## config.mk

```make
export PLATFORM = sky130hd
export DESIGN_NAME = cpcfg_top
export DESIGN_NICKNAME = d
export VERILOG_FILES = /design/src/cpcfg_sync.v /design/src/cpcfg_timer.v /design/src/cpcfg_top.v
export VERILOG_INCLUDE_DIRS = /design/src /design/src/src
export SDC_FILE = /design/constraint.sdc
export NUM_CORES = 1
export LEC_CHECK = 0
export BUFFER_PORTS_ARGS = -buffer_cell sky130_fd_sc_hd__buf_2
export CORE_UTILIZATION = 55
export DETAILED_ROUTE_END_ITERATION = 12
export PLACE_DENSITY_LB_ADDON = 0.3
export RECOVER_POWER = 100
export SLEW_MARGIN = 20
export SYNTH_ARGS = -nofsm -noshare
export SYNTH_HDL_FRONTEND = slang
export SYNTH_SLANG_ARGS = --single-unit
```

## constraint.sdc

```tcl
create_clock -name MCLK_I -period 3.49 [get_ports MCLK_I]
set_clock_uncertainty 0.1 [all_clocks]
set_input_delay 0.349 -clock MCLK_I [delete_from_list [all_inputs] [get_ports MCLK_I]]
set_output_delay 0.349 -clock MCLK_I [all_outputs]
set_load 0.02 [all_outputs]
```

## src/cpcfg_defs.vh

```
// Register map, field positions, reset values and timing counts of the port configuration bank
`ifndef CPCFG_DEFS_VH
`define CPCFG_DEFS_VH

`define CPCFG_ADDR_GENERAL      8'h15
`define CPCFG_ADDR_EMULATION    8'h16

`define CPCFG_GEN_RESET         8'h01
`define CPCFG_EMU_RESET         8'h8C
`define CPCFG_GEN_WMASK         8'hBF
`define CPCFG_EMU_WMASK         8'h9F

`define CPCFG_GEN_NOTIFY_MASK   7
`define CPCFG_GEN_NOTIFY_LINK   5
`define CPCFG_GEN_DISCHARGE     4
`define CPCFG_GEN_BUDGET_EN     3
`define CPCFG_GEN_BUDGET_CLR    2
`define CPCFG_GEN_ACTION_HI     1
`define CPCFG_GEN_ACTION_LO     0

`define CPCFG_EMU_BUS_TO_DIS    7
`define CPCFG_EMU_EMU_TO_DIS    4
`define CPCFG_EMU_RESTART       3
`define CPCFG_EMU_HOLD          2
`define CPCFG_EMU_RST_HI        1
`define CPCFG_EMU_RST_LO        0

`define CPCFG_ACT_REPORT        2'h0
`define CPCFG_ACT_REPORT_DISC   2'h1
`define CPCFG_ACT_DISC_SLEEP    2'h2
`define CPCFG_ACT_IGNORE        2'h3

`define CPCFG_CLK_MHZ           125
`define CPCFG_RST_50_MS         50
`define CPCFG_RST_75_MS         75
`define CPCFG_RST_125_MS        125
`define CPCFG_RST_175_MS        175
`define CPCFG_MS_CYCLES(ms)     ((ms) * 1000 * `CPCFG_CLK_MHZ)
`define CPCFG_PROFILE_TO_MS     1000

`endif

```

## src/cpcfg_sync.v

```verilog
// Two-flip-flop synchroniser for pin-level inputs
module cpcfg_sync #(
   parameter W = 1
) (
   input  wire         clk_i,
   input  wire         rst_n_i,
   input  wire [W-1:0] d_i,
   output reg  [W-1:0] q_o
);
   reg [W-1:0] meta_q;
   always @(posedge clk_i or negedge rst_n_i) begin
      if (!rst_n_i) begin
         meta_q <= {W{1'b0}};
         q_o    <= {W{1'b0}};
      end else begin
         meta_q <= d_i;
         q_o    <= meta_q;
      end
   end
endmodule // cpcfg_sync

```

## src/cpcfg_timer.v

```verilog
// Loadable down-counter with one-cycle expiry pulse
module cpcfg_timer (
   input  wire        clk_i,
   input  wire        rst_n_i,
   input  wire        load_i,
   input  wire [31:0] count_i,
   input  wire        stop_i,
   output reg         busy_o,
   output reg         done_o
);
   reg [31:0] cnt_q;
   always @(posedge clk_i or negedge rst_n_i) begin
      if (!rst_n_i) begin
         cnt_q  <= 32'h0;
         busy_o <= 1'b0;
         done_o <= 1'b0;
      end else begin
         done_o <= 1'b0;
         if (stop_i) begin
            busy_o <= 1'b0;
            cnt_q  <= 32'h0;
         end else if (load_i) begin
            busy_o <= 1'b1;
            cnt_q  <= count_i;
         end else if (busy_o) begin
            if (cnt_q <= 32'h1) begin
               busy_o <= 1'b0;
               done_o <= 1'b1;
               cnt_q  <= 32'h0;
            end else begin
               cnt_q <= cnt_q - 32'h1;
            end
         end
      end
   end
endmodule // cpcfg_timer

```

## src/cpcfg_top.v

```verilog
// Configuration bank of a USB port power controller with charge budget and charger emulation
`include "cpcfg_defs.vh"
module cpcfg_top #(
   parameter [31:0] PROFILE_TO_CYC = `CPCFG_MS_CYCLES(`CPCFG_PROFILE_TO_MS),
   parameter [31:0] RST_50_CYC     = `CPCFG_MS_CYCLES(`CPCFG_RST_50_MS),
   parameter [31:0] RST_75_CYC     = `CPCFG_MS_CYCLES(`CPCFG_RST_75_MS),
   parameter [31:0] RST_125_CYC    = `CPCFG_MS_CYCLES(`CPCFG_RST_125_MS),
   parameter [31:0] RST_175_CYC    = `CPCFG_MS_CYCLES(`CPCFG_RST_175_MS),
   parameter [31:0] DISCHARGE_CYC  = 32'd1000,
   parameter [3:0]  PROFILE_COUNT  = 4'h9
) (
   input  wire        MCLK_I,
   input  wire        RST_N_I,
   input  wire        WR_EN_I,
   input  wire        RD_EN_I,
   input  wire [7:0]  ADDR_I,
   input  wire [7:0]  WDATA_I,
   output reg  [7:0]  RDATA_O,
   input  wire        ACTIVE_I,
   input  wire        ERROR_I,
   input  wire        INDICATOR_EVT_I,
   input  wire        LOW_CURRENT_FLAG_I,
   input  wire        THERMAL_REGULATION_FLAG_I,
   input  wire        BUDGET_REACHED_I,
   input  wire        CHARGE_ABOVE_THRESHOLD_I,
   input  wire        REMOVAL_I,
   input  wire        EMULATE_DCC_I,
   output reg         FAULT_NOTIFY_N_O,
   output reg         SWITCH_CLOSE_O,
   output reg         DISCHARGE_O,
   output reg         BUDGET_ENABLE_O,
   output reg         ACCUM_CLEAR_O,
   output reg         BUDGET_FLAG_O,
   output reg         BUDGET_SLEEP_REQ_O,
   output reg         BUS_TIMEOUT_EN_O,
   output reg         PROFILE_APPLY_O,
   output reg  [3:0]  PROFILE_INDEX_O,
   output reg         PROFILE_ACCEPTED_O,
   output reg         EMU_RESET_O,
   output reg         DATA_LINES_HIZ_O
);
   ////////////////////////////////////////////////////////////////////////////////
   // Pin synchronisers
   wire [7:0] pins_s;
   cpcfg_sync #(.W(8)) u_sync (
      .clk_i   (MCLK_I),
      .rst_n_i (RST_N_I),
      .d_i     ({ACTIVE_I, ERROR_I, INDICATOR_EVT_I, LOW_CURRENT_FLAG_I,
                 THERMAL_REGULATION_FLAG_I, BUDGET_REACHED_I,
                 CHARGE_ABOVE_THRESHOLD_I, REMOVAL_I}),
      .q_o     (pins_s)
   );
   // Synchronised pin levels
   wire active_s = pins_s[7];
   wire error_s  = pins_s[6];
   wire ind_s    = pins_s[5];
   wire lowc_s   = pins_s[4];
   wire thermal_regulation_flag_s   = pins_s[3];
   wire reach_s  = pins_s[2];
   wire chg_s    = pins_s[1];
   wire remov_s  = pins_s[0];
   // Mode level from outside the clock domain, two flops
   reg  dcc_m_q;
   reg  dcc_q;
   always @(posedge MCLK_I or negedge RST_N_I) begin
      if (!RST_N_I) begin
         dcc_m_q <= 1'b0;
         dcc_q   <= 1'b0;
      end else begin
         dcc_m_q <= EMULATE_DCC_I;
         dcc_q   <= dcc_m_q;
      end
   end

   ////////////////////////////////////////////////////////////////////////////////
   // Registers, reset only by RST_N_I so contents survive Sleep
   // Unimplemented bits masked on write, so they read back as zero
   reg  [7:0] gen_q;
   reg  [7:0] emu_q;
   wire       wr_gen = WR_EN_I && (ADDR_I == `CPCFG_ADDR_GENERAL);
   wire       wr_emu = WR_EN_I && (ADDR_I == `CPCFG_ADDR_EMULATION);
   always @(posedge MCLK_I or negedge RST_N_I) begin
      if (!RST_N_I) begin
         gen_q <= `CPCFG_GEN_RESET;
         emu_q <= `CPCFG_EMU_RESET;
      end else begin
         if (wr_gen)
            gen_q <= WDATA_I & `CPCFG_GEN_WMASK;
         if (wr_emu)
            emu_q <= WDATA_I & `CPCFG_EMU_WMASK;
      end
   end
   // Read data registered and held until the next read
   always @(posedge MCLK_I or negedge RST_N_I) begin
      if (!RST_N_I) RDATA_O <= 8'h00;
      else if (RD_EN_I) begin
         case (ADDR_I)
            `CPCFG_ADDR_GENERAL:   RDATA_O <= gen_q;
            `CPCFG_ADDR_EMULATION: RDATA_O <= emu_q;
            default:               RDATA_O <= 8'h00;
         endcase
      end
   end
   // Field decode
   wire       n_mask   = gen_q[`CPCFG_GEN_NOTIFY_MASK];
   wire       n_link   = gen_q[`CPCFG_GEN_NOTIFY_LINK];
   wire       dis_f    = gen_q[`CPCFG_GEN_DISCHARGE];
   wire       b_en     = gen_q[`CPCFG_GEN_BUDGET_EN];
   wire       b_clr    = gen_q[`CPCFG_GEN_BUDGET_CLR];
   wire [1:0] b_act    = gen_q[`CPCFG_GEN_ACTION_HI:`CPCFG_GEN_ACTION_LO];
   wire       emu_tod  = emu_q[`CPCFG_EMU_EMU_TO_DIS];
   wire       restart  = emu_q[`CPCFG_EMU_RESTART];
   wire       hold     = emu_q[`CPCFG_EMU_HOLD];
   wire [1:0] rst_sel  = emu_q[`CPCFG_EMU_RST_HI:`CPCFG_EMU_RST_LO];

   ////////////////////////////////////////////////////////////////////////////////
   // Charge budget
   reg  reached_q;
   reg  budget_flag_q;
   wire budget_hit = b_en && reach_s && (b_act != `CPCFG_ACT_IGNORE);
   wire budget_drop = !b_en || b_clr;
   // Disable or clear wins over a threshold hit in the same cycle
   always @(posedge MCLK_I or negedge RST_N_I) begin
      if (!RST_N_I) begin
         reached_q     <= 1'b0;
         budget_flag_q <= 1'b0;
      end else if (budget_drop) begin
         reached_q     <= 1'b0;
         budget_flag_q <= 1'b0;
      end else if (budget_hit) begin
         reached_q     <= 1'b1;
         budget_flag_q <= (b_act != `CPCFG_ACT_DISC_SLEEP);
      end
   end
   wire budget_disc = reached_q && (b_act == `CPCFG_ACT_REPORT_DISC ||
                                    b_act == `CPCFG_ACT_DISC_SLEEP);

   ////////////////////////////////////////////////////////////////////////////////
   // Emulation cycle
   localparam [2:0] ST_IDLE = 3'h0;
   localparam [2:0] ST_PROF = 3'h1;
   localparam [2:0] ST_HELD = 3'h2;
   localparam [2:0] ST_RST  = 3'h3;
   localparam [2:0] ST_DONE = 3'h4;
   reg  [2:0]  st_q;
   reg  [2:0]  st_d;
   reg  [3:0]  prof_q;
   reg  [3:0]  prof_d;
   reg         load;
   reg  [31:0] load_cnt;
   wire        tmr_busy;
   wire        tmr_done;
   reg  [31:0] rst_cyc;
   // Reset duration selected by field
   always @* begin
      case (rst_sel)
         2'h0:    rst_cyc = RST_50_CYC;
         2'h1:    rst_cyc = RST_75_CYC;
         2'h2:    rst_cyc = RST_125_CYC;
         default: rst_cyc = RST_175_CYC;
      endcase
   end
   // Expiry is acted on one edge late, so every load is one short
   wire [31:0] prof_load = PROFILE_TO_CYC - 32'h1;
   wire [31:0] rst_total = rst_cyc + DISCHARGE_CYC - 32'h1;
   wire        last_prof = (prof_q == PROFILE_COUNT - 4'h1);
   always @* begin
      st_d     = st_q;
      prof_d   = prof_q;
      load     = 1'b0;
      load_cnt = prof_load;
      case (st_q)
         ST_IDLE: begin
            if (dcc_q && active_s) begin
               st_d   = ST_PROF;
               prof_d = 4'h0;
               load   = 1'b1;
            end
         end
         ST_PROF: begin
            // Early acceptance only with timeout disabled or hold set
            if (chg_s && (emu_tod || hold)) begin
               st_d = ST_HELD;
            end else if (tmr_done && !emu_tod) begin
               if (chg_s) begin
                  st_d = ST_HELD;
               end else if (!last_prof) begin
                  prof_d = prof_q + 4'h1;
                  load   = 1'b1;
               end else if (restart) begin
                  st_d     = ST_RST;
                  load     = 1'b1;
                  load_cnt = rst_total;
               end else begin
                  st_d = ST_DONE;
               end
            end
         end
         ST_HELD: begin
            if (remov_s || thermal_regulation_flag_s) begin
               st_d     = ST_RST;
               load     = 1'b1;
               load_cnt = rst_total;
            end
         end
         ST_RST: begin
            if (tmr_done) begin
               st_d   = ST_PROF;
               prof_d = 4'h0;
               load   = 1'b1;
            end
         end
         ST_DONE: begin
            if (remov_s) st_d = ST_IDLE;
         end
         default: st_d = ST_IDLE;
      endcase
      // Leaving charger mode or Active drops the cycle to idle
      if (!dcc_q || !active_s) begin
         st_d = ST_IDLE;
         load = 1'b0;
      end
   end
   always @(posedge MCLK_I or negedge RST_N_I) begin
      if (!RST_N_I) begin
         st_q   <= ST_IDLE;
         prof_q <= 4'h0;
      end else begin
         st_q   <= st_d;
         prof_q <= prof_d;
      end
   end
   // Timer stopped while idle, accepted or finished
   cpcfg_timer u_timer (
      .clk_i   (MCLK_I),
      .rst_n_i (RST_N_I),
      .load_i  (load),
      .count_i (load_cnt),
      .stop_i  (st_d == ST_IDLE || st_d == ST_HELD || st_d == ST_DONE),
      .busy_o  (tmr_busy),
      .done_o  (tmr_done)
   );

   ////////////////////////////////////////////////////////////////////////////////
   // Outputs
   // Errors, indicators, budget flag and linked flags share one notify
   wire notify = !n_mask && (error_s || ind_s || budget_flag_q ||
                             (n_link && (lowc_s || thermal_regulation_flag_s)));
   always @(posedge MCLK_I or negedge RST_N_I) begin
      if (!RST_N_I) begin
         FAULT_NOTIFY_N_O   <= 1'b1;
         SWITCH_CLOSE_O     <= 1'b0;
         DISCHARGE_O        <= 1'b0;
         BUDGET_ENABLE_O    <= 1'b0;
         ACCUM_CLEAR_O      <= 1'b1;
         BUDGET_FLAG_O      <= 1'b0;
         BUDGET_SLEEP_REQ_O <= 1'b0;
         BUS_TIMEOUT_EN_O   <= 1'b0;
         PROFILE_APPLY_O    <= 1'b0;
         PROFILE_INDEX_O    <= 4'h0;
         PROFILE_ACCEPTED_O <= 1'b0;
         EMU_RESET_O        <= 1'b0;
         DATA_LINES_HIZ_O   <= 1'b1;
      end else begin
         FAULT_NOTIFY_N_O   <= !notify;
         // Switch closed only while Active, opened by discharge force, budget disconnect or emulation reset
         SWITCH_CLOSE_O     <= active_s && !(dis_f) && !budget_disc &&
                               st_q != ST_RST;
         DISCHARGE_O        <= (active_s && dis_f) || st_q == ST_RST;
         BUDGET_ENABLE_O    <= b_en;
         ACCUM_CLEAR_O      <= budget_drop;
         BUDGET_FLAG_O      <= budget_flag_q;
         BUDGET_SLEEP_REQ_O <= reached_q && b_act == `CPCFG_ACT_DISC_SLEEP;
         BUS_TIMEOUT_EN_O   <= !emu_q[`CPCFG_EMU_BUS_TO_DIS];
         PROFILE_APPLY_O    <= (st_q == ST_PROF) || (st_q == ST_HELD && hold);
         PROFILE_INDEX_O    <= prof_q;
         PROFILE_ACCEPTED_O <= st_q == ST_HELD;
         EMU_RESET_O        <= st_q == ST_RST;
         DATA_LINES_HIZ_O   <= !(st_q == ST_PROF || (st_q == ST_HELD && hold));
      end
   end
endmodule // cpcfg_top

```

; ---- Yosys cells after proc, flatten, opt, wreduce, memory -nomap -nowiden
; Cells that the tools add are included.
[totals]
regBits = 98
latch_bits = 0
ram_bits = 0
rom_bits = 0
inputBits = 29
out_inout_bits = 24
word_cells = 153
memories = 0
[classes]
n_addsub = 4
mul = 0
div_mod_pow = 0
magnitude_cmp = 1
n_eq_ne = 22
shift = 0
mux = 53
bitwise_logic = 0
reduce_logical = 46
[op_table]
columns = op, n
row1 = 2-to-1 mux 32 bit, 10
row2 = one-hot mux 25 bit (3 select lines), 1
row3 = one-hot mux 32 bit (2 select lines), 1
row4 = "subtractor 32 x 1 -> 32 bit, second input constant", 2
row5 = "adder 32 x 10 -> 32 bit, second input constant", 1
row6 = "less-or-equal comparator 32 x 1 -> 1 bit, second input constant", 1
row7 = 2-to-1 mux 3 bit, 10
row8 = 2-to-1 mux 4 bit, 6
row9 = 2-to-1 mux 1 bit, 21
row10 = "equality test 8 x 5 -> 1 bit, second input constant", 2
row11 = logical AND 1 bit, 16
row12 = one-hot mux 8 bit (2 select lines), 1
row13 = one-hot mux 3 bit (5 select lines), 1
row14 = "inequality test 2 bit, second input constant", 7
row15 = logical OR 1 bit, 13
row16 = one-hot mux 4 bit (3 select lines), 1
row17 = zero test 1 bit, 10
row18 = "equality test 3 x 2 -> 1 bit, second input constant", 3
row19 = AND reduction 7 bit, 1
row20 = "equality test 3 bit, second input constant", 2
row21 = zero test 3 bit, 2
row22 = nonzero test 3 bit, 2
row23 = "adder 4 x 1 -> 4 bit, second input constant", 1
row24 = "equality test 2 x 1 -> 1 bit, second input constant", 2
row25 = other kinds (8), 9

; ---- Longest topological paths before layout
; Gate-level depths: netlist (run 1).
[depth]
ltp_word = 12
ltp_mapped = 10
mapped_depth_nobuf = 9

; ---- Cells and area by module
; Synthesis (run 1) repeated with hierarchy kept, for this count alone.
[hier_totals]
cells_unflattened = 483
area_unflattened_um2 = 5018.6
[by_module_without_submodules]
columns = module, instances, cells_each, area_each_um2, seq_area_each_um2
row1 = cpcfg_top, 1, 205, 2381.0, 1184.9
row2 = cpcfg_timer, 1, 262, 2237.1, 850.8
row3 = cpcfg_sync, 1, 16, 400.4, 400.4

; ---- Least setup slack after synthesis (run 1)
; OpenSTA, ideal clock, no wires.
[synth_timing]
path_kind = reg-to-reg
startpoint = register u_timer.cnt_q[13]
endpoint = register u_timer.cnt_q[3]
setup_ns = 0.126
arrival_time_ns = 2.549
t_required_ns = 3.264
setup_slack_ns = 0.715
path_stages_with_launch = 8
n_path_buf = 2
synth_period_minus_slack_ns = 2.775
cell_sequence = dfrtp_1 > or4_4 > or4b_4 > buf_6 > o41a_1 > buf_6 > o311a_1 > a221o_1
[synth_via]
elab_chain_len = 5
[synth_lines]
columns = element, line
row1 = from (decl), cpcfg_timer.v:11  ; reg [31:0] cnt_q;
row2 = from (signal assigned), cpcfg_timer.v:24  ; cnt_q <= count_i;
row3 = from (signal assigned), cpcfg_timer.v:31  ; cnt_q <= cnt_q - 32'h1;
row4 = less-or-equal comparator 32 x 1 -> 1 bit, cpcfg_timer.v:26  ; if (cnt_q <= 32'h1) begin
row5 = 2-to-1 mux 32 bit, cpcfg_timer.v:26
row6 = 2-to-1 mux 32 bit, cpcfg_timer.v:25  ; end else if (busy_o) begin
row7 = 2-to-1 mux 32 bit, cpcfg_timer.v:22  ; end else if (load_i) begin
row8 = 2-to-1 mux 32 bit, cpcfg_timer.v:19  ; if (stop_i) begin
; No other way between the ends. The select of a mux whose other input is x is not followed.
; A chain may end at the register's enable or synchronous reset.

; ---- Worst setup path in the final report (run 1)
[layout_timing]
startpoint = register u_timer.cnt_q[13]
endpoint = register u_timer.cnt_q[18]
[layout_via]
elab_chain_len = 5
word_cells_on_any_way = 6
cone_classes = add/sub (1) / order compare (1) / mux (4)
[layout_lines]
columns = element, line
row1 = subtractor 32 x 1 -> 32 bit / less-or-equal comparator 32 x 1 -> 1 bit (equally long branches), "cpcfg_timer.v:31, cpcfg_timer.v:26"
row2 = 2-to-1 mux 32 bit *, cpcfg_timer.v:26
row3 = 2-to-1 mux 32 bit *, cpcfg_timer.v:25
row4 = 2-to-1 mux 32 bit *, cpcfg_timer.v:22
row5 = 2-to-1 mux 32 bit *, cpcfg_timer.v:19
; Every way passes the cells marked *; elsewhere a longest branch is shown, timed or not. The select of a mux whose other input is x is not followed.

==> results.txt, run 1 <==
* Vias: 4168
- After detailed placement, the design holds a cell count of 631.
* Top_reg_cell synth: sky130_fd_sc_hd__dfrtp_1
* RePlAce Congestion: 0.884
* Sinks on Clock Net: 97
- Pin count of the biggest net entering global routing: 65
- Tmin final: 3.26 ns
* HP Class: in -> reg
- Row cnt: 33
- After global routing, the most crowded layer is met2.
- TritonCTS built the clock tree.
- Area Growth Syn to Fin: 12.9%
* Status: finished, violations left
- In this run, synthesis produced a sequential element count of 97.
* Final layout net count: 590
- Data arrives at the worst endpoint at 3.42 ns.
* Number of design rule violations left after detail routing: 0
* Proportion of power drawn by the clock network: 0.322
* Die extent in x: 96.0 microns
* Vias/cell: 6.34
* Worst reg2reg endpoint: u_timer.cnt_q[18]
- Count of final setup violators: 0
* Area used by multi-input combinational logic: 0.00222 sq mm
- Routed wire per std cell: 18.1 microns
- The critical path in this run is classified as reg -> reg.
- Sequential share of the synthesized area: 0.502
- Half-perimeter wire length of the detailed placement result: 8.21 mm
* Routing usage on met2: 0.463
* Number of global-route vias before repair: 4006
* Required time of the worst setup path: 3.66 ns
- In the global route stage, met3 resource usage came out at 0.0569.
- In the final layout, the share of cells above drive strength 1 is 0.143.
* Setup crit end kind: flip-flop
- Worst stage delay on the critical path: 0.62 ns
- In this design, the largest share of critical-path delay is due to simple AND/OR/NAND/NOR gates.
- Cell with the largest stage delay on the worst path: sky130_fd_sc_hd__or4_1
- Global routing finished with a remaining overflow of 0.
- Number of library cell types mapped by synthesis: 65
- Startpoint of the lowest-slack register-to-register path: u_timer.cnt_q[13]
* Number of levels the H-tree was split into: 3
- DR pass1 iterations: 5
- Number of fillers in the final layout: 696
* Count of maximum capacitance violations: 1
* Power density over cell area: 433 mW/mm^2
* Area of the mapped netlist: 0.00485 sq mm
- The repair_antennas step left the layout with diodes totalling 0.
- Later-pin clock latency in the skew report: 0.38 ns
- The core region is 0.00838 sq mm.
- Once detail routing completed, the nets flagged for antenna violations numbered 0.
- Library cell used as clock root buffer: sky130_fd_sc_hd__clkbuf_8
* Final core area utilization: 0.654
- The first global-routing pass estimated 19.5 mm of wire.
- The worst register-to-register path has a setup slack of 0.23 ns.
- Across every metal layer, demand over resource in global routing totals 0.281.
- The worst hold path was traced through 2 stages.
- The die is 96.0 microns tall.
- Walking the worst path, the cells encountered are or4_1 > or4b_4 > nor4_4 > clkbuf_1 > o32ai_1 > a21oi_1 > nor3_1.
* Worst setup slack after layout: 0.234 ns
- Number of buffers inserted by port buffering: 50
* Setup crit start kind: flip-flop
- Slew @ Worst Pin: 1.50 ns
- Worst min-delay path startpoint: WDATA_I[5]
- Post-synthesis area per instance: 9.99 sq um
* Yosys Warn Count: 0
* Worst slack at placement: 0.415 ns
- Synthesis produced a netlist whose cell count is 486.
* Worst-path fanout max: 10
- Sequential group share of total power: 0.511
- Of the available clock period, the critical path in the final layout requires 0.933.
- Registers take 0.00244 sq mm.
- Post-layout instance count excluding filler cells: 657
- In this run, the number of DRC markers left after iteration 0 of detailed routing was 400.
- Clock-pin slew was measured on the worst setup and hold paths at 0.11 ns.
- The max-slew violation count was 0.
- Violations in the final reports: max-capacitance violations
* Starting density of the core: 0.579
- Of the total power, combinational logic draws 0.168.
- In the synthesized netlist the async set-or-reset flop fraction comes to 1.00.
* Max Clock Freq: 307 MHz
* Net Count, Synth: 529
- Maximum vdd ir drop: 0.000275 V
- In the global route stage, met1 resource usage came out at 0.372.
- The floorplan step defined a die boundary enclosing 0.00921 sq mm.
- Setup total negative slack on the finished layout was measured at 0 ns.
- Maximum clock path buffer count: 2
- Worst-case headroom to the max-slew limit: 0.00188
- Cell internal power dissipation: 1.61 mW
- Switching portion of total power: 0.322
- Standby leakage power: 2.39 nW
* Unrepaired setup endpoints after global routing: false
* Antenna violations before repair: 0
- Critical path buffers and inverters: 1
- Final hold viol count: 0
- Buffers inserted during clock tree synthesis total 9.
- After detailed routing, the total wire length is 11.9 mm.
- The number of cells on the worst reg-to-reg path is 7.
- During I/O placement, the number of pins put on the boundary was 53.
- Power spent charging and discharging nets: 765 uW
- In this run, synthesis inferred 0 flip-flops with an integrated enable.
- For hold timing, the worst endpoint is gen_q[5].
power by group through the flow:
stage	combinational (mW)	clock, mW	sequential (mW)
floorplan	0.260	0	1.23
global placement	0.383	0	1.23
detailed placement	0.392	0	1.23
CTS	0.402	0.771	1.21
global route	0.435	0.821	1.22
finish	0.398	0.763	1.21
logic make-up after synthesis:
logic type	Yosys count	share of synthesized area
simple gates	178	0.199
buf+inv	43	0.0389
mux	16	0.0366
fa+ha+maj	14	0.0361
compound gates	133	0.179
other cells	1	0.000772
xor+xnor	4	0.00722
flops	97	0.502
cell usage after synthesis, drive strengths merged (4+ instances only):
cell | n | area share
a211oi | 5 | 0.0077
mux2 | 14 | 0.032
nand2 | 36 | 0.028
dfrtp | 90 | 0.46
a31oi | 9 | 0.012
a21oi | 35 | 0.037
and2 | 5 | 0.0064
a22oi | 8 | 0.012
nor4 | 17 | 0.025
nor3b | 4 | 0.0062
nor3 | 18 | 0.020
ha | 14 | 0.036
o21ai | 30 | 0.031
nand3 | 20 | 0.021
nor2 | 35 | 0.027
buf | 6 | 0.010
or3 | 6 | 0.0077
dfstp | 7 | 0.038
nand2b | 6 | 0.0077
inv | 20 | 0.015
clkbuf | 17 | 0.013
a22o | 5 | 0.0090
nor4b | 5 | 0.0090
nand3b | 4 | 0.0062
a221oi | 9 | 0.016
or4 | 6 | 0.010
area by class of cell:
cell class	instances	area share
Tap cell	105	0.0240
Timing Repair Buffer	73	0.0733
Clock buffer	9	0.0226
Inverter	20	0.0137
Clock inverter	7	0.0167
Multi-Input combinational cell	346	0.405
Sequential cell	97	0.444
worst reg2reg max path: cells and delay by family, from the launching register on:
kind	cells	cell delay, ns
buf+inv	1	0.45
compound gates	2	0.40
simple gates	4	1.77
flops	1	0.43
layout by cell type, fill, tap and decap left out, drive strengths merged, types with 6 or more instances in the layout:
master	n
clkbuf	38
nand2	36
nor3	18
mux2	14
a31oi	9
nor4	17
dlygate4sd3	10
a21oi	35
a22oi	8
nand2b	6
nand3	20
ha	14
dfrtp	90
or4	6
nor2	35
o21ai	30
a221oi	9
dfstp	7
buf	34
inv	23
or3	6
sequential cells by signal, summed over array words and instances, names as in the netlist, 3 cells and up:
| name | cells |
|---|---|
| u_timer.cnt_q | 32 |
| u_sync.meta_q | 8 |
| u_sync.q_o | 8 |
| RDATA_O | 7 |
| gen_q | 7 |
| emu_q | 6 |
| PROFILE_INDEX_O | 4 |
| prof_q | 4 |
| st_q | 3 |
through the flow:
| step | hold WS (ns) | cell area, sq um | total power [mW] |
|---|---|---|---|
| after floorplan | -0.0466 | 4850 | 1.49 |
| after global placement | 0.233 | 5220 | 1.61 |
| after detailed placement | 0.235 | 5220 | 1.62 |
| after CTS | 0.112 | 5540 | 2.38 |
| after global routing | 0.107 | 5480 | 2.48 |
| final | 0.118 | 5480 | 2.37 |
metal layers:
metal	vias up	share of wire	wire length, microns
met5	-	0	0
met4	0	0.014	165
met3	19	0.070	827
met2	190	0.49	5870
met1	2036	0.42	5030
li1	1923	-	-
how the worst max path moves through the flow:
| stage | start | to | slack [ns] | cells after the start |
|---|---|---|---|---|
| finish | u_timer.cnt_q[13] | u_timer.cnt_q[18] | 0.23 | 7 |
| global route | u_timer.cnt_q[13] | u_timer.cnt_q[18] | 0.14 | 7 |
| CTS | u_timer.cnt_q[13] | u_timer.cnt_q[3] | 0.40 | 5 |
| detailed placement | u_timer.cnt_q[13] | u_timer.cnt_q[3] | 0.42 | 5 |
| global placement | u_timer.cnt_q[13] | u_timer.cnt_q[3] | 0.44 | 5 |
| floorplan | u_timer.cnt_q[13] | u_timer.cnt_q[3] | 0.71 | 7 |
what timing repair did:
action | CTS | global route
gates resized for setup | 0 | 0
buffers inserted | 0 | 0
hold endpoints to repair | 65 | 0
hold buffers | 10 | 0
Power figures use the tool's default switching activity.
==> run 2, diff against run 1 <==
- ABC_CLOCK_PERIOD_IN_PS: default -> 3490
- CTS_BUF_LIST: default -> sky130_fd_sc_hd__clkbuf_2
==> results.txt, run 2 (synthesized netlist as in run 1, its figures left out) <==
- Vias: 4213
* Clock input transition at the sequential cells of the worst setup and hold paths: 0.32 ns
- The tool flagged a number of max-cap violations equal to 1.
- Worst setup path class: reg -> reg
- Placed cell areas: 0.00522 sq mm
- Setup repair after global routing left no endpoint under its margin.
- Once the clock tree was built, the resizer swapped 0 gates to a different size.
* Worst-case headroom to the max-slew limit: 0.00859
- Sequential group share of total power: 0.553
- Cell internal power was estimated by the tool at 1.46 mW.
- Dividing the detail-routed wire length by the instance count gives 17.9 microns.
- WP data arrival: 3.63 ns
- The worst-case IR drop observed on VDD is 0.000258 V.
- Reg with most FFs: u_timer.cnt_q
- Number of global-route vias before repair: 4030
- After legalization and detailed placement, the total HPWL measured 8.21 mm.
* First DRT Iteration DRCs: 403
- Share of total power in combinational logic: 0.184
- Antenna violations before repair: 0
- OpenSTA, run right after detailed placement, puts the worst setup slack at 0.415 ns.
- Worst stage delay on the critical path: 0.61 ns
- The worst setup path is launched from a flip-flop.
- For this design the ratio of total power to cell area is 401 mW/mm^2.
- Total Routed Length: 11.9 mm
- The clock reaches the later pin of the worst-skew pair after 0.61 ns.
- Of the available clock period, the critical path in the final layout requires 0.921.
* Starting density of the core: 0.579
* Tmin final: 3.21 ns
- Clock tree synthesis selected as its root buffer the cell sky130_fd_sc_hd__clkbuf_2.
- GRT Total Usage: 0.277
- The detail route stage leaves a number of antenna-violating nets equal to 0.
- Ratio of cells with drive above 1 in the final layout: 0.141
- Pin count of the biggest net entering global routing: 65
* Global route overflow: 0
- Number of buffers inserted by port buffering: 50
- Required time of the worst setup path: 3.90 ns
* IO Pins: 53
* Violations in the final reports: max-capacitance violations
* Count of final setup violators: 0
- Proportion of power drawn by the clock network: 0.263
* Row cnt: 33
- The core region is 0.00838 sq mm.
- In the post-route analysis, the smallest setup slack over all paths is 0.276 ns.
* Power spent charging and discharging nets: 743 uW
- The number of clock buffers added by TritonCTS is 9.
- Post-CTS timing repair inserted 0 buffers for setup.
* Setup crit end kind: flip-flop
* Die extent in x: 96.0 microns
* Number of hold-repair buffers added at the cts stage: 18
* Number of levels the H-tree was split into: 3
* DR pass1 iterations: 6
* CTS tree: done
- The library cells used most frequently in the layout, excluding fill and tap cells, are sky130_fd_sc_hd__dfrtp_1 (90), sky130_fd_sc_hd__nand2_1 (36), sky130_fd_sc_hd__nor2_1 (35), sky130_fd_sc_hd__a21oi_1 (35), sky130_fd_sc_hd__o21ai_0 (29).
- RePlAce Congestion: 0.884
* Number of design rule violations left after detail routing: 0
- Ordered list of cells on the worst path: or4_4 > or4b_4 > nor4_4 > clkbuf_1 > o32ai_1 > a21oi_1 > nor3_1
* Maximum clock path buffer count: 2
- Worst-path fanout max: 10
- The first global-routing pass estimated 19.3 mm of wire.
- The number of endpoints with negative hold slack in the final report was 0.
- Final layout net count: 598
- For this design, the slowest cell found on the critical path is sky130_fd_sc_hd__or4b_4.
- Final Max Slew Viols: 0
- Slew @ Worst Pin: 1.49 ns
- The library cell used most frequently in the layout, excluding fill and tap cells, is sky130_fd_sc_hd__dfrtp_1.
* Overall die area: 0.00921 sq mm
* Vias/cell: 6.34
- Once layout is done, the placed cells without fillers occupy 0.00549 sq mm.
- Based on the critical path, the design can be clocked at up to 311 MHz.
- Measured along the y axis, the die boundary spans 96.0 microns.
- Setup total negative slack on the finished layout was measured at 0 ns.
- The register with the most flip-flops in the layout has 32 of them.
- Number of inserted diodes: 0
- HP Class: in -> reg
- Regs by FF count: u_timer.cnt_q x32, u_sync.meta_q x8, u_sync.q_o x8
* Standby leakage power: 2.39 nW
* Status: finished, violations left
- Clock tree synthesis found a total of 97 sinks.
- Compared with the post-synthesis result, the final layout area differs by 13.0%.
- Of the total power, the share spent switching nets is 0.338.
-- run 2: cell types whose count changed in the layout (fill, tap and decap cells not counted), sizes merged --
cell / delta
dlygate4sd3: +8
clkbuf: +1
buf: -1
-- run 2: through the flow --
stage	hold slack, ns	instances	util	total power [mW]
floorplan	-0.0466	486	-	1.49
global placement	0.233	631	0.623	1.61
detailed placement	0.235	631	0.623	1.62
CTS	0.0611	665	0.661	2.22
global route	0.176	665	0.654	2.30
finish	0.167	665	0.654	2.20
-- run 2: final timing paths --
path	startpoint	to	slack [ns]	depth (start not counted)
worst max-delay path	u_timer.cnt_q[13]	u_timer.cnt_q[18]	0.28	7
worst min-delay path	ADDR_I[1]	RDATA_O[5]	0.17	5
worst max register to register	u_timer.cnt_q[13]	u_timer.cnt_q[18]	0.28	7
worst min register to register	u_sync.meta_q[1]	u_sync.q_o[1]	0.24	0
max in group asynchronous	RST_N_I	u_timer.cnt_q[30]	1.21	3
min in group asynchronous	RST_N_I	PROFILE_INDEX_O[0]	0.48	2
-- run 2: power by group through the flow --
| stage | clock (mW) | sequential, mW | combinational, mW |
|---|---|---|---|
| 2_1_floorplan | 0 | 1.23 | 0.260 |
| 3_3_place_gp | 0 | 1.23 | 0.383 |
| 3_5_place_dp | 0 | 1.23 | 0.392 |
| 4_1_cts | 0.591 | 1.22 | 0.408 |
| 5_1_grt | 0.637 | 1.22 | 0.443 |
| 6_report | 0.579 | 1.22 | 0.404 |
-- run 2: final cells by class --
cell class,instances,area (sq um)
Fill cell,709,2900
Clock inverter,7,91.3
Multi-Input combinational cell,346,2230
Tap cell,105,131
Sequential cell,97,2440
Clock buffer,9,45.0
Timing Repair Buffer,81,480
Inverter,20,75.1
-- run 2: critical path: cells and delay by family, from the launching register on --
family | cells | cell delay [ns]
compound gates | 2 | 0.41
buf+inv | 1 | 0.45
flops | 1 | 0.49
simple gates | 4 | 1.66
-- run 2: routing by layer --
layer  up-vias  part of all wire  GRT usage
met1      2060              0.42      0.373
met5         -                 0          0
met3        21             0.074     0.0679
met2       199              0.50      0.454
li1       1933                 -          -
met4         0             0.011     0.0634
==> run 3, diff against run 2 <==
- SYNTH_HIERARCHICAL: default -> 1
==> results.txt, run 3 <==
* Status: finished, violations left
- The final reports fail on max-capacitance violations, max-slew violations.
* Sequential share of the synthesized area: 0.485
- First DRT Iteration DRCs: 396
- Antenna violations before repair: 0
* Clock input transition at the sequential cells of the worst setup and hold paths: 0.28 ns
* Worst-case headroom to the max-slew limit: -0.129
- Library cell occupying the most area in the post-synthesis netlist: sky130_fd_sc_hd__dfrtp_1
- In the final routed layout, each cell accounts on average for 18.2 microns.
* Placeable core region: 0.00876 sq mm
- Data on the critical path is required at its endpoint by 3.89 ns.
- Setup Total Neg Slack: 0 ns
- Global route overflow: 0
- Entering global routing, the biggest net connects 69 pins.
- Clock tree synthesis inserted a total of 9 buffers.
* First-pass GRT wire length: 20.2 mm
- Vias/cell: 6.23
- Slew @ Worst Pin: 1.69 ns
- Post-CTS Resized: 0
* Met3 wirelength from detailed routing: 822 microns
* WP data arrival: 3.56 ns
* Fraction of post-synthesis cell area in the top cell type by area: 0.449
- Setup crit end kind: flip-flop
- Chip height: 97.5 microns
- Startpoint of the lowest-slack register-to-register path: u_timer/cnt_q[24]
- Vias: 4223
- In the final layout, the share of cells above drive strength 1 is 0.165.
- At the later pin of the worst-skew pair, clock insertion delay measures 0.60 ns.
* Number of buffers inserted by port buffering: 50
* Count of final setup violators: 0
- After layout, the design draws a total of 2.17 mW.
- Counting flops per register, the top entry is u_timer/cnt_q.
* Row cnt: 34
- Regs by FF count: u_timer/cnt_q x32, u_sync/meta_q x8, u_sync/q_o x8
- Number of levels the H-tree was split into: 3
* Starting density of the core: 0.573
- Total Routed Length: 12.3 mm
- After detailed routing, the wire length on met1 is 5.37 mm.
* Library cell used as clock root buffer: sky130_fd_sc_hd__clkbuf_2
- Half-perimeter wire length of the detailed placement result: 8.59 mm
- Final hold viol count: 0
* Number of synthesized flops with an enable pin: 0
* Worst min-delay path startpoint: RD_EN_I
- The clock passes through at most 2 buffers.
- Max Clock Freq: 316 MHz
- The netlist uses 83 different library cells.
- Post-synthesis area per instance: 10.4 sq um
- Ranked by total cell area, the synthesized netlist is headed by sky130_fd_sc_hd__dfrtp_1 (45%), sky130_fd_sc_hd__ha_1 (3.7%), sky130_fd_sc_hd__dfstp_2 (3.7%).
* Met2 WL post-DR: 5.83 mm
- The worst setup path is of the reg -> reg kind.
- Post-Synthesis Cells: 483
- RePlAce Congestion: 0.905
- Final Max Slew Viols: 69
- The path class of the tightest hold or removal check is in -> reg.
- The Yosys step of the flow raised 6 warnings.
* Standby leakage power: 2.55 nW
- Maximum vdd ir drop: 0.000255 V
* Die extent in x: 97.5 microns
- Setup crit start kind: flip-flop
* Final layout net count: 609
- Leading cell type in the layout, fill and taps excluded: sky130_fd_sc_hd__dfrtp_1
* Unrepaired setup endpoints after global routing: false
- After detailed routing, no signal wire sits above met4.
- Power density over cell area: 384 mW/mm^2
- Along the worst path, the maximum fanout reaches 13.
* Area Growth Syn to Fin: 12.5%
- 0 antenna diodes ended up in the layout.
- Commonest non-fill, non-tap cells in the layout: sky130_fd_sc_hd__dfrtp_1 (90), sky130_fd_sc_hd__nand2_1 (37), sky130_fd_sc_hd__nor2_1 (27), sky130_fd_sc_hd__buf_2 (26), sky130_fd_sc_hd__clkbuf_1 (25)
- Of all flip-flops after synthesis, the portion carrying an async set or reset was 1.00.
- DR pass1 iterations: 5
- Of the available clock period, the critical path in the final layout requires 0.907.
- Overall die area: 0.00951 sq mm
- Number of global-route vias before repair: 4121
- Beginning of the critical path: u_timer/cnt_q[24]
- Antenna Violating Nets Remaining: 0
* Synth cell count leaders: sky130_fd_sc_hd__dfrtp_1 (90), sky130_fd_sc_hd__nand2_1 (37), sky130_fd_sc_hd__nor2_1 (27), sky130_fd_sc_hd__a21oi_1 (21), sky130_fd_sc_hd__inv_1 (18)
- Area of the mapped netlist: 0.00502 sq mm
- Pin placement for this block handled 53 I/O pins.
- After layout, the minimum clock period comes to 3.16 ns.
- CTS tree: done
* Top-count cell post-synth: sky130_fd_sc_hd__dfrtp_1
* Top_reg_cell synth: sky130_fd_sc_hd__dfrtp_1
* Number of design rule violations left after detail routing: 0
* #FFs+latches synth: 97
- Across every metal layer, demand over resource in global routing totals 0.266.
* Sinks on Clock Net: 97
- The register with the most flip-flops in the layout has 32 of them.
- Across the run, the number of max-cap violations was 1.
run 3: cell count changes after synthesis, sizes merged, moves of 7 or more:
cell	delta
a21oi	-14
clkbuf	-10
a221oi	-8
nor2	-7
o21ai	-7
run 3: final cells by class:
cell class	instances	area (sq um)
Clock inverter	7	75.1
Timing Repair Buffer	83	502
Clock buffer	9	45.0
Multi-Input combinational cell	353	2370
Fill cell	711	3120
Sequential cell	97	2440
Tap cell	108	135
Inverter	21	78.8
run 3: cells by family after synthesis:
kind of cell / after synthesis / synth area share
compound gates: 113 / 0.164
xor+xnor: 11 / 0.0192
fa+ha+maj: 15 / 0.0374
buf+inv: 40 / 0.0379
flops: 97 / 0.485
mux: 15 / 0.0332
other cells: 2 / 0.00150
simple gates: 190 / 0.222
run 3: routing by layer:
metal | vias up | global-route usage
met1 | 2046 | 0.356
met4 | 0 | 0.0984
met5 | - | 0
met3 | 32 | 0.0518
met2 | 199 | 0.429
li1 | 1946 | -
run 3: final timing paths:
path | end | slack (ns) | cells after the start
worst max-delay path | u_timer/cnt_q[8] | 0.33 | 6
worst min-delay path | RDATA_O[5] | 0.02 | 3
worst max register to register | u_timer/cnt_q[8] | 0.33 | 6
worst min register to register | u_sync/q_o[5] | 0.28 | 0
max in group asynchronous | gen_q[7] | 1.24 | 3
min in group asynchronous | u_timer/cnt_q[12] | 0.58 | 2
run 3: critical path: stages (launching register included):
cell                       delay, ns
sky130_fd_sc_hd__dfrtp_1        0.50
sky130_fd_sc_hd__or4_1          0.57
sky130_fd_sc_hd__or4_1          0.49
sky130_fd_sc_hd__or4b_1         0.75
sky130_fd_sc_hd__clkbuf_2       0.34
sky130_fd_sc_hd__a32oi_1        0.23
sky130_fd_sc_hd__o21ai_0        0.10
run 3: power by group:
part | internal [mW] | switching, mW | leakage [nW] | total (mW)
clock | 0.119 | 0.436 | 0.0743 | 0.555
combinational | 0.152 | 0.259 | 1.20 | 0.412
sequential | 1.17 | 0.0361 | 1.27 | 1.20
run 3: metrics by stage:
| step | hold slack [ns] | instance area, sq um | instances | worst slack, ns | utilization |
|---|---|---|---|---|---|
| floorplan | -0.0466 | 5040 | 490 | 0.905 | - |
| global placement | 0.232 | 5440 | 645 | 0.574 | 0.621 |
| detailed placement | 0.238 | 5440 | 645 | 0.534 | 0.621 |
| CTS | 0.0108 | 5730 | 678 | 0.525 | 0.654 |
| global route | 0.00403 | 5640 | 678 | 0.197 | 0.644 |
| finish | 0.0177 | 5640 | 678 | 0.325 | 0.644 |
run 3: what timing repair did:
item / 4_1_cts / 5_1_grt
endpoints found under the hold margin: 86 / 0
setup buffers: 0 / 0
hold buffers: 17 / 0
